$ cat src/rtl/gpc_pkg.sv
package gpc_pkg;

   // port and pin geometry: four ports of eight pin slots
   localparam int NPORT = 4;
   localparam int PW    = 8;
   localparam int NPIN  = NPORT * PW;
   localparam int AW    = 7;

   // flat pin indices of the pins with special duties
   localparam int PIN_PA0 = 0;
   localparam int PIN_PA1 = 1;
   localparam int PIN_PA2 = 2;
   localparam int PIN_PA6 = 6;
   localparam int PIN_PD0 = 24;

   // port numbers
   localparam logic [1:0] PORT_A = 2'h0;
   localparam logic [1:0] PORT_B = 2'h1;
   localparam logic [1:0] PORT_C = 2'h2;
   localparam logic [1:0] PORT_D = 2'h3;

   // per-port register offsets, address = {0, port[1:0], reg[3:0]}
   localparam logic [3:0] REG_OUT   = 4'h0;
   localparam logic [3:0] REG_DIR   = 4'h1;
   localparam logic [3:0] REG_ALT   = 4'h2;
   localparam logic [3:0] REG_AFLO  = 4'h3;
   localparam logic [3:0] REG_AFHI  = 4'h4;
   localparam logic [3:0] REG_OD    = 4'h5;
   localparam logic [3:0] REG_HD    = 4'h6;
   localparam logic [3:0] REG_PU    = 4'h7;
   localparam logic [3:0] REG_SMR   = 4'h8;
   localparam logic [3:0] REG_IN    = 4'h9;

   // global registers
   localparam logic [6:0] ADDR_LED_EN  = 7'h40;
   localparam logic [6:0] ADDR_LED_LVH = 7'h41;
   localparam logic [6:0] ADDR_LED_LVL = 7'h42;
   localparam logic [6:0] ADDR_SYS     = 7'h43;
   localparam logic [6:0] ADDR_STAT    = 7'h44;

   // field positions of the system and status registers
   localparam int SYS_PD0_GPIO  = 0;
   localparam int SYS_PA2_GPIO  = 1;
   localparam int STAT_DBG_UNLK = 0;
   localparam int STAT_XTAL     = 1;

   // reset values; direction bit high means input
   localparam logic [7:0] CFG_RST = 8'h00;
   localparam logic [7:0] DIR_RST = 8'hff;
   localparam logic [1:0] SYS_RST = 2'h0;

   // package variants
   typedef enum logic [1:0] {
      GPC_PKG8  = 2'b00,
      GPC_PKG20 = 2'b01,
      GPC_PKG28 = 2'b10
   } gpc_variant_t;

   // software settings of one pin
   typedef struct packed {
      logic dout;
      logic dir_in;
      logic alt;
      logic af_lo;
      logic af_hi;
      logic od;
      logic hd;
      logic pu;
      logic smr;
   } gpc_cfg_t;

   // hard overrides of one pin
   typedef struct packed {
      logic xtal;
      logic fixed;
      logic f_out;
      logic f_oe;
   } gpc_ovr_t;

   // resolved pad controls of one pin
   typedef struct packed {
      logic val;
      logic oe_n;
      logic pu;
      logic hd;
   } gpc_drv_t;

endpackage

$ cat src/rtl/gpc_sync.sv
`timescale 1ns/1ps
// two-flop synchroniser; deliberately without reset so that a reset pin
// held low is still seen while the rest of the block sits in reset
module gpc_sync #(
   parameter int W = 1
) (
   // clock
   input  wire logic         clock,
   // asynchronous level in, synchronised level out
   input  wire logic [W-1:0] async_in,
   output logic      [W-1:0] sync_out
);

   logic [W-1:0] meta_q;

   // first stage feeds only the second stage
   always_ff @(posedge clock)
   begin
      meta_q   <= async_in;
      sync_out <= meta_q;
   end

endmodule

$ cat src/rtl/gpc_pin_cell.sv
`timescale 1ns/1ps
// pad resolution of one pin; purely combinational, top registers result
module gpc_pin_cell
   import gpc_pkg::*;
(
   // configuration and presence
   input  wire gpc_cfg_t cfg,
   input  wire logic     present,
   // peripheral function
   input  wire logic     alt_out,
   input  wire logic     alt_drive,
   // hard overrides
   input  wire gpc_ovr_t ovr,
   // pad controls
   output gpc_drv_t      drv
);

   logic drive_en;

   // crystal first, then debug or reset, then peripheral, then gpio
   always_comb
   begin
      drive_en = ~cfg.dir_in;
      drv      = '{val: 1'b0, oe_n: 1'b1, pu: 1'b0, hd: 1'b0};
      if (!present || ovr.xtal)                 // [RULE6] [RULE19]
      begin
         drv.oe_n = 1'b1;
      end
      else if (ovr.fixed)                       // [RULE19]
      begin
         drv.val  = ovr.f_out;
         drv.oe_n = ~ovr.f_oe;
      end
      else if (cfg.alt)                         // [RULE3] [RULE19]
      begin
         drv.val  = alt_out;
         drv.oe_n = ~alt_drive;
         drv.pu   = cfg.pu;
         drv.hd   = cfg.hd;
      end
      else if (cfg.od)
      begin
         // open drain pulls low only, a one releases the pad
         drv.oe_n = ~(drive_en & ~cfg.dout);
         drv.pu   = cfg.pu;
         drv.hd   = cfg.hd;
      end
      else
      begin
         drv.val  = cfg.dout;
         drv.oe_n = ~drive_en;
         drv.pu   = cfg.pu;
         drv.hd   = cfg.hd;
      end
   end

endmodule

$ cat src/rtl/gpc_port_ctrl.sv
// Summary of operation
// RULE1: up to 25 pins, four ports, independent
// RULE2: per-pin direction, drain, drive, pull, recovery, function
// RULE3: alternate function owns pin direction
// RULE4: two set registers choose among functions
// RULE5: software sets set registers before enabling
// RULE6: crystal enable takes over port A pins 0,1
// RULE7: timer mode picks input or complement output
// RULE8: port C LED sink, four current levels
// RULE9: LED enable on; level high/low pick current
// RULE10: port D pin 0 starts as reset pin
// RULE11: port D pin 0 gpio is open-drain output only
// RULE12: port D pin 0 no pull, drive, recovery
// RULE13: 8-pin port A pin 2 gpio is bidirectional
// RULE14: system reset restores pin 2 reset function
// RULE15: 8-pin port A pin 0 powers up input
// RULE16: unlock frees pin for debug until reset
// RULE17: port A function enable selects function directly
// RULE18: pad inputs synchronised, settings clocked
// RULE19: crystal, debug/reset, peripheral, gpio priority
//
// The register addresses and the plain strobed port were left to the implementer.
`timescale 1ns/1ps
module gpc_port_ctrl
   import gpc_pkg::*;
#(
   parameter gpc_variant_t VARIANT = GPC_PKG28
) (
   // clock and reset
   input  wire logic              clock,
   input  wire logic              sys_rst,
   // register port
   input  wire logic [AW-1:0]     reg_addr,
   input  wire logic [7:0]        reg_wdata,
   input  wire logic              reg_wr,
   input  wire logic              reg_rd,
   output logic      [7:0]        reg_rdata,
   // pads
   input  wire logic [NPIN-1:0]   pad_in,
   output logic      [NPIN-1:0]   pad_out,
   output logic      [NPIN-1:0]   pad_oe_n,
   output logic      [NPIN-1:0]   pad_pu,
   output logic      [NPIN-1:0]   pad_hd,
   // port C LED sink drivers
   output logic      [PW-1:0]     led_sink_en,
   output logic      [2*PW-1:0]   led_level,
   // peripheral functions
   input  wire logic [NPIN-1:0]   alt_out,
   input  wire logic [NPIN-1:0]   alt_drive,
   input  wire logic [1:0]        tmr_out_mode,
   output logic      [NPIN-1:0]   pin_sync,
   output logic      [2*NPIN-1:0] alt_sel,
   // oscillator, debug and reset
   input  wire logic              xtal_en,
   input  wire logic              dbg_window,
   input  wire logic              dbg_unlock,
   input  wire logic              dbg_out,
   input  wire logic              dbg_oe,
   input  wire logic              rst_drive,
   output logic                   dbg_unlocked,
   output logic                   ext_rst_req,
   output logic                   smr_wake
);

   logic [NPORT-1:0][PW-1:0] out_q, dir_q, alt_q, aflo_q, afhi_q;
   logic [NPORT-1:0][PW-1:0] od_q, hd_q, pu_q, smr_q;
   logic [PW-1:0]            led_en_q, led_lvh_q, led_lvl_q;
   logic [1:0]               sys_q;
   logic [NPIN-1:0]          in_sync, in_prev_q, in_view;
   gpc_cfg_t                 cfg [NPIN];
   gpc_ovr_t                 ovr [NPIN];
   gpc_drv_t                 drv [NPIN];
   logic [NPIN-1:0]          drive_sel;
   logic [7:0]               rd_val;
   logic                     pd0_rst_mode, pa2_rst_mode, pa0_dbg;
   logic                     is8;

   // which pin slots exist on this package
   function automatic logic pin_present(input int idx);
      logic [1:0] p;
      int         b;
      p = 2'(idx / PW);
      b = idx % PW;
      case (VARIANT)
         GPC_PKG8:  pin_present = (p == PORT_A) && (b < 6);
         GPC_PKG20: pin_present = (p == PORT_A) || (p == PORT_D && b == 0)
                                  || ((p == PORT_B || p == PORT_C) && b < 4);
         default:   pin_present = (p != PORT_D) || (b == 0);
      endcase
   endfunction

   // port field of a per-port address, shared by write and read decode
   function automatic logic [1:0] addr_port(input logic [AW-1:0] a);
      addr_port = a[5:4];
   endfunction

   // true when a set register exists for the port
   function automatic logic has_sets(input logic [1:0] p);
      has_sets = (p == PORT_B) || (p == PORT_C);
   endfunction

   // port C pins that exist on this package, the only LED sinks
   function automatic logic [PW-1:0] led_mask();
      for (int b = 0; b < PW; b++)
         led_mask[b] = pin_present(2*PW + b);
   endfunction

   // recovery enables of present pins, port D pin 0 never counts
   function automatic logic [NPIN-1:0] smr_bits();
      for (int i = 0; i < NPIN; i++)
         smr_bits[i] = cfg[i].smr & pin_present(i);
   endfunction

   assign is8          = (VARIANT == GPC_PKG8);
   assign pd0_rst_mode = !is8 && !sys_q[SYS_PD0_GPIO];          // [RULE10]
   assign pa2_rst_mode = is8 && !sys_q[SYS_PA2_GPIO];           // [RULE14]
   assign pa0_dbg      = is8 && dbg_unlocked;                   // [RULE16]

   // pad inputs cross into the clock domain before any use
   gpc_sync #(.W(NPIN)) u_sync (
      .clock    (clock),
      .async_in (pad_in),
      .sync_out (in_sync)                                      // [RULE18]
   );

   // per-port settings; settings change only on clock edges
   always_ff @(posedge clock or posedge sys_rst)
   begin
      if (sys_rst)
      begin
         out_q  <= {NPORT{CFG_RST}};
         dir_q  <= {NPORT{DIR_RST}};                            // [RULE15]
         alt_q  <= {NPORT{CFG_RST}};
         aflo_q <= {NPORT{CFG_RST}};
         afhi_q <= {NPORT{CFG_RST}};
         od_q   <= {NPORT{CFG_RST}};
         hd_q   <= {NPORT{CFG_RST}};
         pu_q   <= {NPORT{CFG_RST}};
         smr_q  <= {NPORT{CFG_RST}};
      end
      else if (reg_wr && !reg_addr[6])                          // [RULE18]
      begin
         case (reg_addr[3:0])                                   // [RULE2]
            REG_OUT:  out_q[addr_port(reg_addr)]  <= reg_wdata;
            REG_DIR:  dir_q[addr_port(reg_addr)]  <= reg_wdata;
            REG_ALT:  alt_q[addr_port(reg_addr)]  <= reg_wdata;
            REG_AFLO:
               if (has_sets(addr_port(reg_addr)))               // [RULE17]
                  aflo_q[addr_port(reg_addr)] <= reg_wdata;
            REG_AFHI:
               if (has_sets(addr_port(reg_addr)))
                  afhi_q[addr_port(reg_addr)] <= reg_wdata;
            REG_OD:   od_q[addr_port(reg_addr)]   <= reg_wdata;
            REG_HD:   hd_q[addr_port(reg_addr)]   <= reg_wdata;
            REG_PU:   pu_q[addr_port(reg_addr)]   <= reg_wdata;
            REG_SMR:  smr_q[addr_port(reg_addr)]  <= reg_wdata;
            default:  ;
         endcase
      end
   end

   // global LED and pin-mode settings; any reset restores reset pins
   always_ff @(posedge clock or posedge sys_rst)
   begin
      if (sys_rst)
      begin
         led_en_q  <= CFG_RST;
         led_lvh_q <= CFG_RST;
         led_lvl_q <= CFG_RST;
         sys_q     <= SYS_RST;                   // [RULE10] [RULE14]
      end
      else if (reg_wr)
      begin
         case (reg_addr)
            ADDR_LED_EN:  led_en_q  <= reg_wdata;               // [RULE9]
            ADDR_LED_LVH: led_lvh_q <= reg_wdata;               // [RULE9]
            ADDR_LED_LVL: led_lvl_q <= reg_wdata;
            ADDR_SYS:     sys_q     <= reg_wdata[1:0];
            default:      ;
         endcase
      end
   end

   // debug unlock is seen only inside the reset sequence window and
   // then holds until the next reset; later unlock pulses are ignored
   always_ff @(posedge clock or posedge sys_rst)
   begin
      if (sys_rst)
         dbg_unlocked <= 1'b0;
      else if (is8 && dbg_window && dbg_unlock)                 // [RULE16]
         dbg_unlocked <= 1'b1;
   end

   // software settings per pin, with port D pin 0 restrictions
   always_comb
   begin
      for (int i = 0; i < NPIN; i++)
      begin
         cfg[i] = '{dout:   out_q[i/PW][i%PW],
                    dir_in: dir_q[i/PW][i%PW],
                    alt:    alt_q[i/PW][i%PW],                  // [RULE17]
                    af_lo:  aflo_q[i/PW][i%PW],
                    af_hi:  afhi_q[i/PW][i%PW],
                    od:     od_q[i/PW][i%PW],
                    hd:     hd_q[i/PW][i%PW],
                    pu:     pu_q[i/PW][i%PW],
                    smr:    smr_q[i/PW][i%PW]};
      end
      cfg[PIN_PD0].dir_in = 1'b0;                               // [RULE11]
      cfg[PIN_PD0].od     = 1'b1;                               // [RULE11]
      cfg[PIN_PD0].pu     = 1'b0;                               // [RULE12]
      cfg[PIN_PD0].hd     = 1'b0;                               // [RULE12]
      cfg[PIN_PD0].smr    = 1'b0;                               // [RULE12]
   end

   // hard overrides: crystal, unlocked debug, reset function
   always_comb
   begin
      for (int i = 0; i < NPIN; i++)
         ovr[i] = '{xtal: 1'b0, fixed: 1'b0, f_out: 1'b0, f_oe: 1'b0};
      ovr[PIN_PA0].xtal = xtal_en;                              // [RULE6]
      ovr[PIN_PA1].xtal = xtal_en;                              // [RULE6]
      if (pa0_dbg)
         ovr[PIN_PA0] = '{xtal: xtal_en, fixed: 1'b1,
                          f_out: dbg_out, f_oe: dbg_oe};        // [RULE16]
      // reset pins pull low only while the chip drives reset out
      if (pd0_rst_mode)
         ovr[PIN_PD0] = '{xtal: 1'b0, fixed: 1'b1,
                          f_out: 1'b0, f_oe: rst_drive};        // [RULE10]
      if (pa2_rst_mode)
         ovr[PIN_PA2] = '{xtal: 1'b0, fixed: 1'b1,
                          f_out: 1'b0, f_oe: rst_drive};        // [RULE14]
   end

   // peripheral direction; timer pins follow the timer mode
   always_comb
   begin
      drive_sel          = alt_drive;
      drive_sel[PIN_PA0] = tmr_out_mode[0];                     // [RULE7]
      drive_sel[PIN_PA6] = tmr_out_mode[1];                     // [RULE7]
   end

   // one resolver per pin slot
   for (genvar g = 0; g < NPIN; g++)
   begin : g_pin
      gpc_pin_cell u_cell (
         .cfg       (cfg[g]),
         .present   (pin_present(g)),                           // [RULE1]
         .alt_out   (alt_out[g]),
         .alt_drive (drive_sel[g]),
         .ovr       (ovr[g]),
         .drv       (drv[g])
      );
   end

   // data view of the pins; port D pin 0 and the unlocked debug pin read zero
   always_comb
   begin
      for (int i = 0; i < NPIN; i++)
         in_view[i] = in_sync[i] & pin_present(i);              // [RULE13]
      if (!is8)
         in_view[PIN_PD0] = 1'b0;                               // [RULE11]
      if (pa0_dbg)
         in_view[PIN_PA0] = 1'b0;                               // [RULE16]
   end

   // pad outputs registered so every pad control is glitch free
   always_ff @(posedge clock or posedge sys_rst)
   begin
      if (sys_rst)
      begin
         pad_out  <= '0;
         pad_oe_n <= '1;
         pad_pu   <= '0;
         pad_hd   <= '0;
      end
      else
      begin
         for (int i = 0; i < NPIN; i++)
         begin
            pad_out[i]  <= drv[i].val;
            pad_oe_n[i] <= drv[i].oe_n;                         // [RULE19]
            pad_pu[i]   <= drv[i].pu;
            pad_hd[i]   <= drv[i].hd;
         end
      end
   end

   // peripheral side: synced pins and function selects
   always_ff @(posedge clock or posedge sys_rst)
   begin
      if (sys_rst)
      begin
         pin_sync <= '0;
         alt_sel  <= '0;
      end
      else
      begin
         pin_sync <= in_view;
         for (int i = 0; i < NPIN; i++)
            alt_sel[2*i +: 2] <= has_sets(2'(i / PW)) ? // [RULE4]
                                 {cfg[i].af_hi, cfg[i].af_lo} : 2'b00;
      end
   end

   // LED sink drivers; only present port C pins can sink
   always_ff @(posedge clock or posedge sys_rst)
   begin
      if (sys_rst)
      begin
         led_sink_en <= '0;
         led_level   <= '0;
      end
      else
      begin
         led_sink_en <= led_en_q & led_mask();                    // [RULE9]
         for (int b = 0; b < PW; b++)
            led_level[2*b +: 2] <= {led_lvh_q[b], led_lvl_q[b]};  // [RULE8]
      end
   end

   // recovery wake on any change of an enabled pin
   always_ff @(posedge clock or posedge sys_rst)
   begin
      if (sys_rst)
      begin
         in_prev_q <= '0;
         smr_wake  <= 1'b0;
      end
      else
      begin
         in_prev_q <= in_sync;
         smr_wake  <= |((in_sync ^ in_prev_q) & smr_bits()); // [RULE18]
      end
   end

   // external reset request; not reset so a held-low pin keeps it up
   always_ff @(posedge clock)
   begin
      ext_rst_req <= (pd0_rst_mode && !in_sync[PIN_PD0])
                     || (pa2_rst_mode && !in_sync[PIN_PA2]);    // [RULE14]
   end

   // read data for the addressed register
   always_comb
   begin
      rd_val = 8'h00;
      if (!reg_addr[6])
      begin
         case (reg_addr[3:0])
            REG_OUT:  rd_val = out_q[addr_port(reg_addr)];
            REG_DIR:  rd_val = dir_q[addr_port(reg_addr)];
            REG_ALT:  rd_val = alt_q[addr_port(reg_addr)];
            REG_AFLO: rd_val = aflo_q[addr_port(reg_addr)];
            REG_AFHI: rd_val = afhi_q[addr_port(reg_addr)];
            REG_OD:   rd_val = od_q[addr_port(reg_addr)];
            REG_HD:   rd_val = hd_q[addr_port(reg_addr)];
            REG_PU:   rd_val = pu_q[addr_port(reg_addr)];
            REG_SMR:  rd_val = smr_q[addr_port(reg_addr)];
            REG_IN:   rd_val = in_view[8*addr_port(reg_addr) +: 8];
            default:  rd_val = 8'h00;
         endcase
      end
      else
      begin
         case (reg_addr)
            ADDR_LED_EN:  rd_val = led_en_q;
            ADDR_LED_LVH: rd_val = led_lvh_q;
            ADDR_LED_LVL: rd_val = led_lvl_q;
            ADDR_SYS:     rd_val = {6'h00, sys_q};
            ADDR_STAT:    rd_val = {6'h00, xtal_en, dbg_unlocked};
            default:      rd_val = 8'h00;
         endcase
      end
   end

   // read data stands one cycle after the strobe, zero otherwise
   always_ff @(posedge clock or posedge sys_rst)
   begin
      if (sys_rst)
         reg_rdata <= 8'h00;
      else
         reg_rdata <= reg_rd ? rd_val : 8'h00;
   end

   // checks
   AST_XTAL_OVR: assert property (@(posedge clock) disable iff (sys_rst)
      xtal_en |=> pad_oe_n[PIN_PA0] && pad_oe_n[PIN_PA1]) // [RULE6]
      else $error("crystal pins still driven");

   AST_ALT_DIR: assert property (@(posedge clock) disable iff (sys_rst)
      alt_q[0][3] |=> pad_oe_n[3] == !$past(alt_drive[3])) // [RULE3]
      else $error("alternate function did not own direction");

   AST_PD0_NOPU: assert property (@(posedge clock) disable iff (sys_rst)
      !pad_pu[PIN_PD0] && !pad_hd[PIN_PD0]) // [RULE12]
      else $error("port D pin 0 pull or drive set");

   AST_PD0_OD: assert property (@(posedge clock) disable iff (sys_rst)
      (!is8 && !pd0_rst_mode) |=> !pad_out[PIN_PD0]) // [RULE11]
      else $error("port D pin 0 drove high");

   AST_RD_BACK: assert property (@(posedge clock) disable iff (sys_rst)
      (reg_wr && reg_addr == {1'b0, PORT_B, REG_DIR}) ##1 !reg_wr ##1
      (reg_rd && reg_addr == $past(reg_addr, 2))
      |=> reg_rdata == $past(reg_wdata, 3)) // [RULE2]
      else $error("direction read back differs");

   AST_RD_IDLE: assert property (@(posedge clock) disable iff (sys_rst)
      !reg_rd |=> reg_rdata == 8'h00)
      else $error("read data outside read cycle");

   AST_DBG_HOLD: assert property (@(posedge clock) disable iff (sys_rst)
      dbg_unlocked |=> dbg_unlocked [*3]) // [RULE16]
      else $error("debug unlock lost before reset");

   AST_EXT_RST: assert property (@(posedge clock) disable iff (sys_rst)
      (pa2_rst_mode && !in_sync[PIN_PA2]) |=> ext_rst_req) // [RULE14]
      else $error("held reset pin not requesting reset");

   AST_LED_EN: assert property (@(posedge clock) disable iff (sys_rst)
      (reg_wr && reg_addr == ADDR_LED_EN) ##1 !(reg_wr
      && reg_addr == ADDR_LED_EN) |=> led_sink_en
      == ($past(reg_wdata, 2) & led_mask())) // [RULE9]
      else $error("LED enable not applied");

   COV_XTAL: cover property (@(posedge clock) disable iff (sys_rst)
      xtal_en ##1 pad_oe_n[PIN_PA0]);
   COV_DBG: cover property (@(posedge clock) disable iff (sys_rst)
      $rose(dbg_unlocked));
   COV_LED: cover property (@(posedge clock) disable iff (sys_rst)
      |led_sink_en);
   COV_RST: cover property (@(posedge clock) disable iff (sys_rst)
      ext_rst_req);

endmodule

$ cat config.mk
export PLATFORM = sky130hd
export DESIGN_NAME = gpc_port_ctrl
export DESIGN_NICKNAME = d
export VERILOG_FILES = /design/src/rtl/gpc_pkg.sv /design/src/rtl/gpc_sync.sv /design/src/rtl/gpc_pin_cell.sv /design/src/rtl/gpc_port_ctrl.sv
export SDC_FILE = /design/constraint.sdc
export NUM_CORES = 1
export LEC_CHECK = 0
export ABC_CLOCK_PERIOD_IN_PS = 31000
export BUFFER_PORTS_ARGS = -buffer_cell sky130_fd_sc_hd__buf_4
export CAP_MARGIN = 20
export CELL_PAD_IN_SITES_DETAIL_PLACEMENT = 1
export CELL_PAD_IN_SITES_GLOBAL_PLACEMENT = 1
export CORE_AREA = 3 3 300 302
export CTS_BUF_LIST = sky130_fd_sc_hd__clkbuf_16
export CTS_CLUSTER_SIZE = 40
export DETAILED_ROUTE_END_ITERATION = 8
export DIE_AREA = 0 0 303 305
export PLACE_DENSITY_LB_ADDON = 0.25
export SETUP_SLACK_MARGIN = 0.4
export SYNTH_ARGS = -nofsm -noshare
export SYNTH_HDL_FRONTEND = slang
export SYNTH_HIERARCHICAL = 1
export SYNTH_SLANG_ARGS = --single-unit
$ cat constraint.sdc
create_clock -name clock -period 31 [get_ports clock]
set_input_delay 4.65 -clock clock [delete_from_list [all_inputs] [get_ports clock]]
set_output_delay 4.65 -clock clock [all_outputs]
set_load 0.02 [all_outputs]
### Word level (Yosys, flattened, before mapping)

Cells that the tools add are included.

| storage, ports and cells | value |
|---|---|
| memories | 0 |
| ROM bits | 0 |
| flip-flop bits (word level) | 600 |
| RAM bits | 0 |
| word-level logic and storage cells | 337 |
| input port bits | 123 |
| bits in latches | 0 |

| operators by class | value |
|---|---|
| equal/unequal tests | 16 |
| $lt $le $gt $ge | 2 |
| bitwise gates (word level) | 124 |
| add/sub/neg operators | 0 |
| multiply operators | 0 |
| shifts and indexed selects | 1 |
| reduce and logical (&&, ||, !) cells | 22 |
| mux-type cells | 118 |
| divide/modulo/power cells | 0 |

Operators by type and width:

| operator | number |
|---|---|
| 32-bit bitwise mux | 9 |
| 8-bit binary-select mux with 2-bit select | 9 |
| 4-bit 2-to-1 mux | 25 |
| 1-bit NOT | 98 |
| 8-bit 2-to-1 mux | 12 |
| 8-bit case mux with 10 select lines | 1 |
| 3-bit 2-to-1 mux | 25 |
| 8-bit case mux with 5 select lines | 1 |
| 7-bit equality test, second input constant | 5 |
| 32-bit by 24-bit bitwise AND with 32-bit output | 1 |
| 32-bit OR reduction | 1 |
| 32-bit by 6-bit variable part select with 8-bit output | 1 |
| 32-bit bitwise XOR | 1 |
| 1-bit 2-to-1 mux | 30 |
| 1-bit bitwise AND | 24 |
| 2-bit AND reduction | 11 |
| 8-bit demux with 2-bit select | 1 |
| 4-bit by 3-bit equality test with 1-bit output, second input constant | 4 |
| 2-bit 2-to-1 mux | 5 |
| 4-bit by 2-bit equality test with 1-bit output, second input constant | 2 |
| 4-bit equality test, second input constant | 2 |
| 3-bit AND reduction | 2 |
| 4-bit by 1-bit equality test with 1-bit output, second input constant | 1 |
| 4-bit zero test | 1 |
| other kinds (7) | 11 |

### Depth between registers and ports, before layout

| depth | value |
|---|---|
| word-level depth | 6 |
| gate-level depth with buffers | 10 |

### Modules after synthesis

Netlist, hierarchy kept.

Modules (own cells, without submodules):

| module | cells each | seq. area each (um^2) | area an instance (um^2) | instances |
|---|---|---|---|---|
| gpc_port_ctrl | 1288 | 13387.8 | 21375.5 | 1 |
| gpc_pin_cell | 11 | 0.0 | 81.3 | 32 |
| gpc_sync | 64 | 1281.2 | 1281.2 | 1 |

### Worst setup path before layout

OpenSTA, ideal clock, no wires.

| timing path | value |
|---|---|
| kind | input to register |
| from | input port reg_addr[4] |
| to | register afhi_q[0] (netlist bit) |
| cell stages on the path | 9 |
| library setup time | 0.128 ns |
| path slack | 24.435 ns |
| path buffers | 4 |
| data arrival time | 6.437 ns |
| cell sequence | buf_4 > buf_4 > buf_2 > inv_1 > ha_1 > and4_1 > buf_2 > nand2_2 > mux2_1 |

| between the ends | value |
|---|---|
| cells in the longest elaborated chain, start to end | 5 |
| elaborated cells on any way between the ends | 10 |
| those cells by class | order compare: 2; eq/ne: 2; mux: 3; reduce/logical: 3 |

RTL lines:

| element | RTL line | source |
|---|---|---|
| start, declared | gpc_port_ctrl.sv:33 | `input wire logic [AW-1:0] reg_addr,` |
| 2-bit by 3-bit < comparator with 1-bit output (not written as such) or 2-bit by 1-bit >= comparator with 1-bit output (tied branches) | gpc_port_ctrl.sv:152 | `afhi_q[addr_port(reg_addr)] <= reg_wdata;` |
| 1-bit logical AND (not written as such) | gpc_port_ctrl.sv:152 |  |
| 8-bit 2-to-1 mux (not written as such) | gpc_port_ctrl.sv:152 |  |
| 8-bit demux with 2-bit select | gpc_port_ctrl.sv:152 |  |
| 32-bit bitwise mux | gpc_port_ctrl.sv:152 |  |
| end signal, assigned | gpc_port_ctrl.sv:135 | `afhi_q <= {NPORT{CFG_RST}};` |
| end signal, assigned by index | gpc_port_ctrl.sv:152 |  |
| end, declared | gpc_port_ctrl.sv:65 | `logic [NPORT-1:0][PW-1:0] out_q, dir_q, alt_q, aflo_q, afhi_q;` |

Several ways; a longest one is shown, not always the timed one.
A chain may end at the register's enable or synchronous reset.

### Worst setup path after layout

| timing path | value |
|---|---|
| from | input port reg_addr[4] |
| to | register reg_rdata[3] |

| between the ends | value |
|---|---|
| cells in the longest elaborated chain, start to end | 5 |
| elaborated cells on any way between the ends | 28 |
| those cells by class | eq/ne: 5; shift: 1; mux: 22 |

RTL lines:

| element | RTL line | source |
|---|---|---|
| branches (longest 3 deep; another with 32-bit by 6-bit variable part select with 8-bit output) | -- |  |
| 8-bit 2-to-1 mux (*) | gpc_port_ctrl.sv:348 | `if (!reg_addr[6])` |
| 8-bit 2-to-1 mux (*) | gpc_port_ctrl.sv:383 | `reg_rdata <= reg_rd ? rd_val : 8'h00;` |
| end signal, assigned | gpc_port_ctrl.sv:383 |  |
| end, declared | gpc_port_ctrl.sv:37 | `output logic [7:0] reg_rdata,` |

Every way passes the cells marked *. The select of a mux whose other input is x is not followed.

==> results.json <==
{
  "die_area_um2": 92400,
  "path_buf_inv": 2,
  "switching_share_pct": 26.1,
  "pwr-share-seq_pct": 45.7,
  "antenna_left": 0,
  "fin_nets": 2464,
  "htreeDepth": 3,
  "path_common_cell": "buf_4",
  "synth_area_um2": 25000,
  "final_max_slew_viol_count": 0,
  "worstPathMaxFanout": 43,
  "start_kind": "input pin",
  "antenna_found_initial": 9,
  "drt-vias-per-instance": 4.58,
  "finalCritPeriodShare_pct": 23.6,
  "slew_headroom_pct": 22.3,
  "cp-end-kind": "flop",
  "synth_warnings": 6,
  "io_buffers": 327,
  "cts_resized": 0,
  "status": "completed",
  "rsz0062_at_grt": "no",
  "ios": 382,
  "cts_root_buffer": "clkbuf_16",
  "areaGrowthSynthToFinish_pct": 27.8,
  "clk_pin_slew_ps": 60,
  "cts_hold_buf": 0,
  "drcViolationCount": 0,
  "maxCapViolations": 0,
  "clock_path_buffers": 3,
  "wire_per_inst_um": 25.1,
  "numClockSinks": 582,
  "clockPowerShare_pct": 43.9,
  "layout_min_cycle_time_ps": 7310,
  "syn_inst": 1690,
  "grt_pass1_wl_um": 128000,
  "grt_max_degree": 104,
  "min_path_type": "reg2reg",
  "p_comb_share_pct": 10.4,
  "internal_power_mw": 1.38,
  "hold_viol": 0,
  "hpwl_um": 61700,
  "power_switching_uw": 487,
  "crit_chain": "buf_4, buf_4, nor2b_1, a22oi_1, o21ai_0, a221oi_1, a21boi_1",
  "layout-drive-gt1-share_pct": 31.2,
  "die_x_um": 303,
  "clk_latency_ps": 610,
  "tns_ps": 0,
  "grt.total_usage_pct": 19.3,
  "max_stage_delay_ps": 840,
  "slowest_stage": "buf_4",
  "nFillCells": 9386,
  "dp_cells": 3429,
  "wl_um": 89300,
  "path_delay_family": "buffers and inverters",
  "cts_buffers": 71,
  "criticalPathCategory": "in2reg",
  "critPathArrivalTime_ps": 7780,
  "post-cts-setup-buffers": 0,
  "p_leak_nw": 15.6,
  "die_h_um": 305,
  "worstMarginPinSlew_ps": 1160,
  "globalplace.congestion": 0.790,
  "synth_area_per_cell_um2": 14.8,
  "core-area_um2": 88000,
  "overflow": 0,
  "vias": 16300,
  "initial_core_util_pct": 28.4,
  "crit_required_ps": 31480,
  "timing.fmax_mhz": 137,
  "p_total_mw": 1.86,
  "fin_area_um2": 31900,
  "place_area_um2": 29600,
  "rows": 109,
  "cts_tree": "yes",
  "firstDrtPassIters": 4,
  "p_per_area_nw_per_um2": 58.4,
  "setup_viol": 0,
  "vdd_drop_max_v": 0.0000354,
  "drtIter0Drc": 891,
  "worst_clock_skew_ps": 21.2,
  "final_cells": 3564,
  "first_global_vias": 18000
}
[state kept, by name, indices dropped and copies added, names as in the netlist, 25 cells and up]
signal,cells
afhi_q,32
aflo_q,32
alt_q,32
alt_sel,32
cfg,187
pad_hd,32
pad_oe_n,32
pad_out,32
pad_pu,32
u_sync/meta_q,25
u_sync/sync_out,25
[final cells by class]
type	count	area, µm²	area share, %
multi-input cells	1270	10900	34.3
flip-flops and latches	582	14400	45.1
clock inverters	57	462	1.45
inverters	71	274	0.859
clock buffers	73	1830	5.72
well taps	1165	1460	4.57
repair buffers	341	2560	8.02
diodes	5	12.5	0.0392
[worst paths after layout]
kind,start,end,slack [ps],cells after the start
max,reg_addr[4],reg_rdata[3],23690,7
min,u_sync/meta_q[17],u_sync/sync_out[17],320,0
max reg2reg,alt_q[17],reg_rdata[1],29120,5
min reg2reg,u_sync/meta_q[17],u_sync/sync_out[17],320,0
max in group asynchronous,sys_rst,pad_pu[26],23900,5
min in group asynchronous,sys_rst,pad_pu[24],4170,2
[power by group through the flow]
stage / registers (mW) / clock network [mW] / logic (mW)
2_1_floorplan: 0.863 / 0 / 0.114
5_1_grt: 0.858 / 0.878 / 0.211
3_5_place_dp: 0.866 / 0 / 0.194
6_report: 0.852 / 0.818 / 0.193
4_1_cts: 0.853 / 0.846 / 0.195
3_3_place_gp: 0.863 / 0 / 0.191
[cell usage in the layout, fill, tap and decap left out, types with 8 or more instances in the layout]
master / n
a211o_1: 32
a21oi_1: 76
a221o_1: 33
a221oi_2: 32
a22o_1: 8
a22oi_1: 38
and3_1: 10
buf_4: 341
clkbuf_16: 73
clkinv_1: 9
conb_1: 357
dfrtp_1: 467
dfstp_2: 64
dfxtp_1: 51
inv_1: 88
mux2_1: 224
mux2_2: 28
mux2_4: 64
mux4_2: 72
nand2_1: 24
nand2_2: 25
nand2_8: 8
nand2b_1: 34
nor3b_1: 64
or3b_1: 32
xor2_1: 24
[routing by layer]
metal	share of wire (%)	GRT usage, %	vias to the layer above
li1	-	-	7163
met1	42	24.6	8665
met2	51	33.5	399
met3	5.1	3.48	90
met4	2.0	4.91	2
met5	0.017	0	-
[metrics by stage]
| step | hold WS, ps | setup WS, ps | utilization (%) |
|---|---|---|---|
| after CTS | 324 | 23600 | 36.3 |
| after floorplan | 310 | 11620 | - |
| after global routing | 329 | 23260 | 36.3 |
| after detailed placement | 313 | 22960 | 33.7 |
| final | 319 | 23690 | 36.3 |
| after global placement | 315 | 22900 | 33.7 |
No activity file was read; power rests on OpenSTA's default activity.
